File: src/shared/flash_pkg.sv
// Shared constants and types for the flash program/erase controller and its CPU end.
package flash_pkg;
  // ----------------------------------------------------------------
  // Timing
  // ----------------------------------------------------------------
  localparam int CLK_PERIOD_NS = 10;
  localparam int STBY_WAKE_NS  = 100000;
  localparam int STBY_WAKE_CYC = (STBY_WAKE_NS + CLK_PERIOD_NS - 1) / CLK_PERIOD_NS;
  localparam int STBY_STEP_CYC = 1024;
  // ----------------------------------------------------------------
  // Device register map (register index on the link)
  // ----------------------------------------------------------------
  localparam logic [1:0] REG_FC1  = 2'h0;
  localparam logic [1:0] REG_FC2  = 2'h1;
  localparam logic [1:0] REG_EBS1 = 2'h2;
  localparam logic [1:0] REG_EBS2 = 2'h3;
  localparam int FC1_PGM = 0;
  localparam int FC1_ERS = 1;
  localparam int FC1_PV  = 2;
  localparam int FC1_EV  = 3;
  localparam int FC1_WEG = 6;
  localparam int FC2_ERR = 7;
  localparam logic [7:0] REG_RST    = 8'h00;
  localparam logic [7:0] FILL_BYTE  = 8'hFF;
  localparam int         UNIT_BYTES = 128;
  localparam int         ADDR_W     = 16;
  // ----------------------------------------------------------------
  // Host register map and commands
  // ----------------------------------------------------------------
  localparam logic [2:0] HREG_CMD  = 3'h0;
  localparam logic [2:0] HREG_ADDR = 3'h1;
  localparam logic [2:0] HREG_DATA = 3'h2;
  localparam logic [2:0] HREG_STAT = 3'h3;
  localparam logic [2:0] HREG_WDT  = 3'h4;
  localparam logic [2:0] HREG_STBY = 3'h5;
  localparam logic [2:0] HREG_BUF  = 3'h6;
  localparam logic [2:0] OP_REGWR  = 3'h1;
  localparam logic [2:0] OP_REGRD  = 3'h2;
  localparam logic [2:0] OP_UNIT   = 3'h3;
  localparam logic [2:0] OP_DUMMY  = 3'h4;
  localparam logic [2:0] OP_FREAD  = 3'h5;
  typedef enum logic [2:0] {
    MODE_IDLE = 3'b000,
    MODE_PGM  = 3'b001,
    MODE_ERS  = 3'b010,
    MODE_PV   = 3'b011,
    MODE_EV   = 3'b100
  } flash_mode_e;
  typedef enum logic [1:0] {
    H_IDLE   = 2'b00,
    H_STREAM = 2'b01,
    H_WAKE   = 2'b10
  } host_state_e;
endpackage

File: src/shared/flash_link_if.sv
// Link between the CPU end and the flash program/erase controller.
`timescale 1ns/1ps
interface flash_link_if;
  logic        acc_wr;
  logic        acc_rd;
  logic        acc_flash;
  logic [15:0] acc_addr;
  logic [7:0]  acc_wdata;
  logic [31:0] acc_rdata;
  logic        exc_start;
  logic        sleep_exec;
  logic        bus_release;
  logic        standby;
  logic        wdt_reset;
  logic        flash_busy;
  logic        irq_block;
  modport dev (input acc_wr, acc_rd, acc_flash, acc_addr, acc_wdata, exc_start, sleep_exec,
               bus_release, standby, wdt_reset, output acc_rdata, flash_busy, irq_block);
  modport cpu (output acc_wr, acc_rd, acc_flash, acc_addr, acc_wdata, exc_start, sleep_exec,
               bus_release, standby, wdt_reset, input acc_rdata, flash_busy, irq_block);
endinterface

File: src/verilog/flash_ctrl_host.sv
// CPU end: turns software commands into link accesses and keeps the software-side discipline.
`timescale 1ns/1ps
module flash_ctrl_host
  import flash_pkg::*;
#(
  parameter int UNITS         = 16,
  parameter int MAX_REPEAT    = 1000,
  parameter int STBY_MIN_CYC  = STBY_WAKE_CYC
) (
  input  wire logic        clk_i,
  input  wire logic        rst_b_i,
  input  wire logic [2:0]  sw_addr_i,
  input  wire logic [31:0] sw_wdata_i,
  input  wire logic        sw_wr_i,
  input  wire logic        sw_rd_i,
  output logic [31:0]      sw_rdata_o,
  input  wire logic        exc_start_i,
  input  wire logic        sleep_i,
  input  wire logic        bus_release_i,
  input  wire logic        standby_req_i,
  flash_link_if.cpu        link
);
  if (UNITS < 1 || UNITS > 16 || MAX_REPEAT < 1 || MAX_REPEAT > 65535) begin : g_bad_cfg
    $error("flash_ctrl_host: unsupported parameters");
  end

  host_state_e     state_q;
  logic [15:0]     addr_q, wdt_per_q, wdt_cnt_q, rep_q, wake_q;
  logic [31:0]     data_q, rdata_q;
  logic [7:0]      buf_q [UNIT_BYTES];
  logic [6:0]      ptr_q, idx_q;
  logic [3:0]      stby_sel_q;
  logic [15:0]     ebs_q, done_q;
  logic            refused_q, wdt_fired_q, rd_pend_q, stby_q;
  logic            acc_wr_q, acc_rd_q, acc_flash_q;
  logic [15:0]     acc_addr_q;
  logic [7:0]      acc_wdata_q;
  logic [2:0]      op;
  logic [7:0]      byte_v, new_ebs;
  logic            cmd, ok, stby_ok;
  logic [3:0]      unit_ix;

  function automatic logic over_one(input logic [15:0] v);
    return (v & (v - 16'h0001)) != 16'h0000;
  endfunction

  assign op      = sw_wdata_i[2:0];
  assign byte_v  = sw_wdata_i[15:8];
  assign cmd     = sw_wr_i && sw_addr_i == HREG_CMD && state_q == H_IDLE;
  assign unit_ix = 4'(addr_q[15:7] % 9'(UNITS));
  assign new_ebs = byte_v;
  // RQ21 enough wake wait chosen
  assign stby_ok = 32'(stby_sel_q) * STBY_STEP_CYC >= STBY_MIN_CYC;

  always_comb begin
    ok = 1'b1;
    if (op == OP_REGWR && addr_q[1:0] == REG_FC1 && (byte_v[FC1_PGM] || byte_v[FC1_ERS])) begin
      // RQ10 repetition limit
      ok = rep_q < 16'(MAX_REPEAT);
    end else if (op == OP_REGWR && addr_q[1:0] == REG_EBS1) begin
      // RQ9 single block bit
      ok = !over_one({ebs_q[15:8], new_ebs});
    end else if (op == OP_REGWR && addr_q[1:0] == REG_EBS2) begin
      ok = !over_one({new_ebs, ebs_q[7:0]});
    end else if (op == OP_UNIT) begin
      // RQ3 aligned start, RQ8 no reprogram
      ok = addr_q[6:0] == 7'h00 && !done_q[unit_ix];
    end
  end

  always_ff @(posedge clk_i or negedge rst_b_i) begin
    if (!rst_b_i) begin
      state_q <= H_IDLE;
      idx_q <= 7'h00;
      wake_q <= 16'h0000;
    end else begin
      case (state_q)
        H_IDLE: begin
          if (stby_q) begin
            state_q <= H_WAKE;
            wake_q <= 16'(stby_sel_q) * 16'(STBY_STEP_CYC);
          end else if (cmd && op == OP_UNIT && ok) begin
            state_q <= H_STREAM;
            idx_q <= 7'h00;
          end
        end
        H_STREAM: begin
          idx_q <= idx_q + 7'h01;
          if (idx_q == 7'(UNIT_BYTES - 1)) state_q <= H_IDLE;
        end
        H_WAKE: begin
          if (!stby_q && wake_q == 16'h0000) state_q <= H_IDLE;
          else if (!stby_q) wake_q <= wake_q - 16'h0001;
        end
        default: state_q <= H_IDLE;
      endcase
    end
  end

  // Link access generation.
  always_ff @(posedge clk_i or negedge rst_b_i) begin
    if (!rst_b_i) begin
      acc_wr_q <= 1'b0;
      acc_rd_q <= 1'b0;
      acc_flash_q <= 1'b0;
      acc_addr_q <= 16'h0000;
      acc_wdata_q <= 8'h00;
    end else begin
      acc_wr_q <= 1'b0;
      acc_rd_q <= 1'b0;
      if (state_q == H_STREAM) begin
        // RQ2 full unit streamed
        acc_wr_q <= 1'b1;
        acc_flash_q <= 1'b1;
        acc_addr_q <= addr_q + 16'(idx_q);
        acc_wdata_q <= buf_q[idx_q];
      end else if (cmd && ok) begin
        acc_flash_q <= op != OP_REGWR && op != OP_REGRD;
        acc_wr_q <= op == OP_REGWR || op == OP_DUMMY;
        acc_rd_q <= op == OP_REGRD || op == OP_FREAD;
        // RQ6 RQ7 dummy write FF aligned
        acc_addr_q <= (op == OP_DUMMY || op == OP_FREAD) ? {addr_q[15:2], 2'b00} : addr_q;
        acc_wdata_q <= (op == OP_DUMMY) ? FILL_BYTE : byte_v;
      end
    end
  end

  // Unit buffer refills with FF as it drains so short units are padded.
  always_ff @(posedge clk_i) begin
    if (state_q == H_STREAM) buf_q[idx_q] <= FILL_BYTE;
    else if (sw_wr_i && sw_addr_i == HREG_BUF) buf_q[ptr_q] <= sw_wdata_i[7:0];
  end

  always_ff @(posedge clk_i or negedge rst_b_i) begin
    if (!rst_b_i) begin
      addr_q <= 16'h0000;
      ptr_q <= 7'h00;
      wdt_per_q <= 16'hFFFF;
      stby_sel_q <= 4'h0;
      refused_q <= 1'b0;
      rep_q <= 16'h0000;
      ebs_q <= 16'h0000;
      done_q <= 16'h0000;
    end else begin
      if (sw_wr_i && sw_addr_i == HREG_ADDR) addr_q <= sw_wdata_i[15:0];
      if (sw_wr_i && sw_addr_i == HREG_WDT) wdt_per_q <= sw_wdata_i[15:0];
      if (sw_wr_i && sw_addr_i == HREG_STBY) stby_sel_q <= sw_wdata_i[3:0];
      if (sw_wr_i && sw_addr_i == HREG_BUF) ptr_q <= ptr_q + 7'h01;
      if (state_q == H_STREAM && idx_q == 7'(UNIT_BYTES - 1)) done_q[unit_ix] <= 1'b1;
      if (cmd && !ok) refused_q <= 1'b1;
      else if (sw_wr_i && sw_addr_i == HREG_STAT && sw_wdata_i[0]) refused_q <= 1'b0;
      if (cmd && ok && op == OP_UNIT) rep_q <= 16'h0000;
      if (cmd && ok && op == OP_REGWR) begin
        // RQ11 count erase and program pulses
        if (addr_q[1:0] == REG_FC1 && (byte_v[FC1_PGM] || byte_v[FC1_ERS])) rep_q <= rep_q + 16'h0001;
        if (addr_q[1:0] == REG_EBS1) ebs_q[7:0] <= new_ebs;
        if (addr_q[1:0] == REG_EBS2) ebs_q[15:8] <= new_ebs;
        if (addr_q[1:0] == REG_EBS1 || addr_q[1:0] == REG_EBS2) rep_q <= 16'h0000;
        if (addr_q[1:0] == REG_FC1 && byte_v[FC1_ERS]) done_q <= done_q & ~ebs_q;
      end
    end
  end

  // RQ12 watchdog armed per pulse
  always_ff @(posedge clk_i or negedge rst_b_i) begin
    if (!rst_b_i) begin
      wdt_cnt_q <= 16'h0000;
      wdt_fired_q <= 1'b0;
    end else if (cmd && ok && op == OP_REGWR && addr_q[1:0] == REG_FC1 && (byte_v[FC1_PGM] || byte_v[FC1_ERS])) begin
      wdt_cnt_q <= wdt_per_q;
    end else if (wdt_cnt_q != 16'h0000 && link.flash_busy) begin
      wdt_cnt_q <= wdt_cnt_q - 16'h0001;
      if (wdt_cnt_q == 16'h0001) wdt_fired_q <= 1'b1;
    end
  end

  always_ff @(posedge clk_i or negedge rst_b_i) begin
    if (!rst_b_i) begin
      rd_pend_q <= 1'b0;
      data_q <= 32'h0000_0000;
      rdata_q <= 32'h0000_0000;
      stby_q <= 1'b0;
    end else begin
      rd_pend_q <= acc_rd_q;
      if (rd_pend_q) data_q <= link.acc_rdata;
      stby_q <= standby_req_i & stby_ok & state_q != H_STREAM;
      case (sw_addr_i)
        HREG_CMD:  rdata_q <= {30'h0, state_q};
        HREG_ADDR: rdata_q <= {16'h0000, addr_q};
        HREG_DATA: rdata_q <= data_q;
        HREG_STAT: rdata_q <= {27'h0, link.irq_block, link.flash_busy, stby_q, wdt_fired_q, refused_q};
        HREG_WDT:  rdata_q <= {16'h0000, wdt_per_q};
        HREG_STBY: rdata_q <= {28'h0, stby_sel_q};
        default:   rdata_q <= 32'h0000_0000;
      endcase
      if (!sw_rd_i) rdata_q <= 32'h0000_0000;
    end
  end

  assign sw_rdata_o       = rdata_q;
  assign link.acc_wr      = acc_wr_q;
  assign link.acc_rd      = acc_rd_q;
  assign link.acc_flash   = acc_flash_q;
  assign link.acc_addr    = acc_addr_q;
  assign link.acc_wdata   = acc_wdata_q;
  assign link.exc_start   = exc_start_i;
  assign link.sleep_exec  = sleep_i;
  assign link.bus_release = bus_release_i;
  assign link.standby     = stby_q;
  assign link.wdt_reset   = wdt_cnt_q == 16'h0001 && link.flash_busy;
endmodule

File: src/flat_wrapper.sv
// flat-port wrapper written by rule: the top's interface ports become plain ports
module flash_ctrl_host_flat import flash_pkg::*;
#(
  parameter int UNITS         = 16,
  parameter int MAX_REPEAT    = 1000,
  parameter int STBY_MIN_CYC  = STBY_WAKE_CYC
)
  (clk_i, rst_b_i, sw_addr_i, sw_wdata_i, sw_wr_i, sw_rd_i, sw_rdata_o, exc_start_i, sleep_i, bus_release_i, standby_req_i, link_acc_wr, link_acc_rd, link_acc_flash, link_acc_addr, link_acc_wdata, link_exc_start, link_sleep_exec, link_bus_release, link_standby, link_wdt_reset, link_acc_rdata, link_flash_busy, link_irq_block);
  flash_link_if link_i ();
  input  wire logic clk_i;
  input  wire logic rst_b_i;
  input  wire logic [2:0] sw_addr_i;
  input  wire logic [31:0] sw_wdata_i;
  input  wire logic sw_wr_i;
  input  wire logic sw_rd_i;
  output logic [31:0] sw_rdata_o;
  input  wire logic exc_start_i;
  input  wire logic sleep_i;
  input  wire logic bus_release_i;
  input  wire logic standby_req_i;
  output wire logic [$bits(link_i.acc_wr)-1:0] link_acc_wr;
  output wire logic [$bits(link_i.acc_rd)-1:0] link_acc_rd;
  output wire logic [$bits(link_i.acc_flash)-1:0] link_acc_flash;
  output wire logic [$bits(link_i.acc_addr)-1:0] link_acc_addr;
  output wire logic [$bits(link_i.acc_wdata)-1:0] link_acc_wdata;
  output wire logic [$bits(link_i.exc_start)-1:0] link_exc_start;
  output wire logic [$bits(link_i.sleep_exec)-1:0] link_sleep_exec;
  output wire logic [$bits(link_i.bus_release)-1:0] link_bus_release;
  output wire logic [$bits(link_i.standby)-1:0] link_standby;
  output wire logic [$bits(link_i.wdt_reset)-1:0] link_wdt_reset;
  input wire logic [$bits(link_i.acc_rdata)-1:0] link_acc_rdata;
  input wire logic [$bits(link_i.flash_busy)-1:0] link_flash_busy;
  input wire logic [$bits(link_i.irq_block)-1:0] link_irq_block;
  assign link_acc_wr = link_i.acc_wr;
  assign link_acc_rd = link_i.acc_rd;
  assign link_acc_flash = link_i.acc_flash;
  assign link_acc_addr = link_i.acc_addr;
  assign link_acc_wdata = link_i.acc_wdata;
  assign link_exc_start = link_i.exc_start;
  assign link_sleep_exec = link_i.sleep_exec;
  assign link_bus_release = link_i.bus_release;
  assign link_standby = link_i.standby;
  assign link_wdt_reset = link_i.wdt_reset;
  assign link_i.acc_rdata = link_acc_rdata;
  assign link_i.flash_busy = link_flash_busy;
  assign link_i.irq_block = link_irq_block;
  flash_ctrl_host #(.UNITS(UNITS), .MAX_REPEAT(MAX_REPEAT), .STBY_MIN_CYC(STBY_MIN_CYC)) u_core (.clk_i(clk_i), .rst_b_i(rst_b_i), .sw_addr_i(sw_addr_i), .sw_wdata_i(sw_wdata_i), .sw_wr_i(sw_wr_i), .sw_rd_i(sw_rd_i), .sw_rdata_o(sw_rdata_o), .exc_start_i(exc_start_i), .sleep_i(sleep_i), .bus_release_i(bus_release_i), .standby_req_i(standby_req_i), .link(link_i));
endmodule
File: config.mk
export PLATFORM = sky130hd
export DESIGN_NAME = flash_ctrl_host_flat
export DESIGN_NICKNAME = d
export VERILOG_FILES = /design/src/shared/flash_pkg.sv /design/src/shared/flash_link_if.sv /design/src/verilog/flash_ctrl_host.sv /design/src/flat_wrapper.sv
export SDC_FILE = /design/constraint.sdc
export NUM_CORES = 1
export LEC_CHECK = 0
export BUFFER_PORTS_ARGS = -buffer_cell sky130_fd_sc_hd__buf_2
export CAP_MARGIN = 30
export CELL_PAD_IN_SITES_DETAIL_PLACEMENT = 0
export CELL_PAD_IN_SITES_GLOBAL_PLACEMENT = 1
export CORE_AREA = 2 2 391 296
export DETAILED_ROUTE_END_ITERATION = 7
export DIE_AREA = 0 0 393 298
export PLACE_DENSITY_LB_ADDON = 0.08
export SLEW_MARGIN = 10
export SYNTH_ARGS = -nofsm -noshare
export SYNTH_HDL_FRONTEND = slang
export SYNTH_SLANG_ARGS = --single-unit
File: constraint.sdc
create_clock -name clk_i -period 7.2 [get_ports clk_i]
set_clock_uncertainty 0.1 [all_clocks]
set_input_delay 0.72 -clock clk_i [delete_from_list [all_inputs] [get_ports clk_i]]
set_output_delay 0.72 -clock clk_i [all_outputs]
set_load 0.005 [all_outputs]
==> results.yml <==
power_and_ir_drop:
  ir_worst_vdd_uv: 208
  power.density_mw_per_mm2: 316
  power_frac_comb: 0.170
  power_switching_mw: 4.71
  clockPowerShare: 0.365
  seqPwrFrac: 0.465
  power_leakage_nw: 19.0
  power_switching_share: 0.260
  intPower_mw: 13.4
timing:
  fmax_mhz: 206
  tightestPinTransition_ns: 0.985
  final_hold_viol_count: 0
  setup_viol: 0
  max_slew_margin: 0.342
  min_period_ns: 4.85
  rsz0062_at_grt: "no"
  finalSetupTns_ns: 0
  slew_viol_final: 0
  worst_slack_ns: 2.35
  fin_crit_sh: 0.674
clock_tree:
  clk_path_buf_depth: 3
  cts-resized-gates: 0
  cts_buffers: 130
  cts_root_buf: "clkbuf_16"
  clkTransAtPathRegs_ns: 0.06
  cts_tree: "yes"
  insertion_delay_ns: 0.75
  clock_sinks: 1251
  postCtsSetupBuffers: 0
  h-tree-depth: 4
run_status:
  outcome: "finished clean"
floorplanning:
  die_w_um: 393
  initial_utilization: 0.449
  io_pins: 141
  core_mm2: 0.113
  die_y_um: 298
  placementRows: 107
  dieArea_mm2: 0.117
yosys:
  synth_edf_count: 1024
  synthesis.area_mm2: 0.0508
  synth_area_leader_cell: "edfxtp_1"
  syn-num-nets: 3036
  synth_top_area_share: 0.606
  ys_seq_elements: 1251
  avgSynthCellArea_um2: 17.2
  ys_types: 75
  yosysSeqAreaShare: 0.718
  dominantRegCellSynth: "edfxtp_1"
  async_flop_share: 0.181
  syn_inst: 2945
  yosysWarningCount: 0
  ys_top_cells_by_area: "edfxtp_1 (61%), dfrtp_1 (10%), mux4_2 (9.4%)"
worst_setup_path:
  cp_cell_sequence: "nand2b_1, buf_4, and2_2, mux2i_1, nand2b_1, nand2b_1, buf_4, nor2_1"
  crit_arrival_ns: 5.11
  cp.required_ns: 7.47
  reg2reg_slack_ns: 2.35
  critPathSlowestCell: "and2_2"
  end_kind: "flip-flop"
  setup.worst_path.start_class: "flip-flop"
  crit_path_frequent_cell: "nand2b_1"
  cp_slowest_stage_delay_ns: 0.78
  path_max_fanout: 34
  crit_type: "flip-flop to flip-flop"
placed_design:
  dp.cells: 4469
  place_congestion: 0.840
  placed_area_mm2: 0.0532
  pre_cts_slack_ns: 1.67
  io_buffers: 118
  place_hpwl_mm: 83.3
run:
  cap_violations: 0
global_route:
  grt_antenna_before_repair: 2
  grt_pass1_wl_mm: 191
  grt_usage: 0.224
  first_global_vias: 27378
  overflow: 0
  grt_max_degree: 154
final_layout:
  nNetsFinal: 3171
  stdcell_area_mm2: 0.0574
  area_growth_pct: 13.1
  drive_above_1_share: 0.227
  final_cells: 4706
  final_common_cell: "edfxtp_1"
  layout_common_cells: "edfxtp_1 (1024), nor2_1 (213), mux4_2 (211)"
route:
  wl_per_cell_um: 27.7
  drc: 0
  dr.first_iter.drc_count: 2793
  dr.pass1.iters: 5
  drtAntennaViolNets: 0
  routed_wl_mm: 130
  vias: 27488
  via_per_inst: 5.84
worst_hold_path:
  worstHoldPathType: "input pin to flip-flop"
metal layers:
metal	track usage	vias to the layer above	part of all wire
li1	-	11993	-
met1	0.349	14451	0.47
met2	0.312	893	0.43
met3	0.0616	151	0.080
met4	0.0522	0	0.017
met5	0	-	0
power groups by stage:
stage	clock, mW	combinational [mW]	sequential (mW)
after CTS	6.76	3.12	8.43
after global routing	7.05	3.32	8.47
after detailed placement	0	3.11	8.58
final	6.62	3.07	8.43
after global placement	0	3.06	8.56
after floorplan	0	2.39	8.35
worst paths after layout:
check	from	end	depth (start not counted)
worst max-delay path	u_core.state_q[1]	u_core.buf_q[120][2]	8
worst min-delay path	link_acc_rdata[13]	u_core.data_q[13]	2
worst max register to register	u_core.state_q[1]	u_core.buf_q[120][2]	8
worst min register to register	u_core.link.acc_rd	u_core.rd_pend_q	0
max in group asynchronous	rst_b_i	u_core.idx_q[2]	3
min in group asynchronous	rst_b_i	u_core.ebs_q[9]	2
flip-flops by register name, summed over array words and instances, names as in the netlist, 4 cells and up:
| register | cells |
|---|---|
| u_core.ebs_q | 16 |
| u_core.stby_sel_q | 4 |
| u_core.buf_q | 1024 |
| u_core.ptr_q | 7 |
| u_core.link.acc_addr | 16 |
| u_core.link.acc_wdata | 8 |
| u_core.sw_rdata_o | 32 |
| u_core.addr_q | 16 |
| u_core.rep_q | 16 |
| u_core.wake_q | 16 |
| u_core.done_q | 16 |
| u_core.data_q | 32 |
| u_core.idx_q | 7 |
| u_core.wdt_cnt_q | 16 |
| u_core.wdt_per_q | 16 |
logic make-up (layout without fill, tap and decap cells):
logic type	count (synthesis)	after routing	share of synthesized area
adders and majority gates	16	16	0.00399
buffers and inverters	200	432	0.0166
xor gates and xnor gates	45	45	0.00776
muxes	467	467	0.146
and+or+nand+nor	570	570	0.0534
AOI/OAI and AO/OA	396	396	0.0540
DFF	1251	1251	0.718
other	0	3	0
worst max-delay path, delay by kind of cell, from the launching register on:
kind / cells / cell delay (ns)
multiplexers: 1 / 0.57
AND/OR/NAND/NOR: 5 / 2.42
buffers and inverters: 2 / 0.63
flip-flops: 1 / 0.72
area by class of cell:
class,instances,area (um2)
Clock inverter,65,697
Inverter,24,90.1
Sequential cell,1251,36500
Fill cell,9210,55700
Tap cell,1526,1910
Timing Repair Buffer,179,1190
Antenna cell,3,7.51
Clock buffer,164,3460
Multi-Input combinational cell,1494,13600
synthesized netlist by cell type (all sizes together), types with 10 or more instances:
library cell,instances
o31ai,12
o22ai,54
nand3,32
ha,13
nor2,214
dfrtp,211
nor3,45
mux2i,172
a21oi,94
nand2b,22
o221a,11
mux2,83
nor4,21
nand2,136
and3,14
a211oi,36
and2,24
inv,23
dfstp,16
o221ai,67
nor2b,11
o21ai,54
or3,10
xnor2,27
clkbuf,109
xor2,18
buf,67
mux4,212
edfxtp,1024
a22oi,21
timing repair:
item,in CTS,in global routing
endpoints found under the setup margin,0,0
hold buffers,1,0
hold endpoints to repair,72,0
through the flow:
| stage | hold WS (ns) | util | total power [mW] |
|---|---|---|---|
| floorplan | 0.276 | - | 10.7 |
| global placement | 0.293 | 0.469 | 11.6 |
| detailed placement | 0.287 | 0.470 | 11.7 |
| CTS | 0.0539 | 0.507 | 18.3 |
| global route | 0.0744 | 0.507 | 18.8 |
| finish | 0.110 | 0.508 | 18.1 |
(Power assumes the default switching activity.)
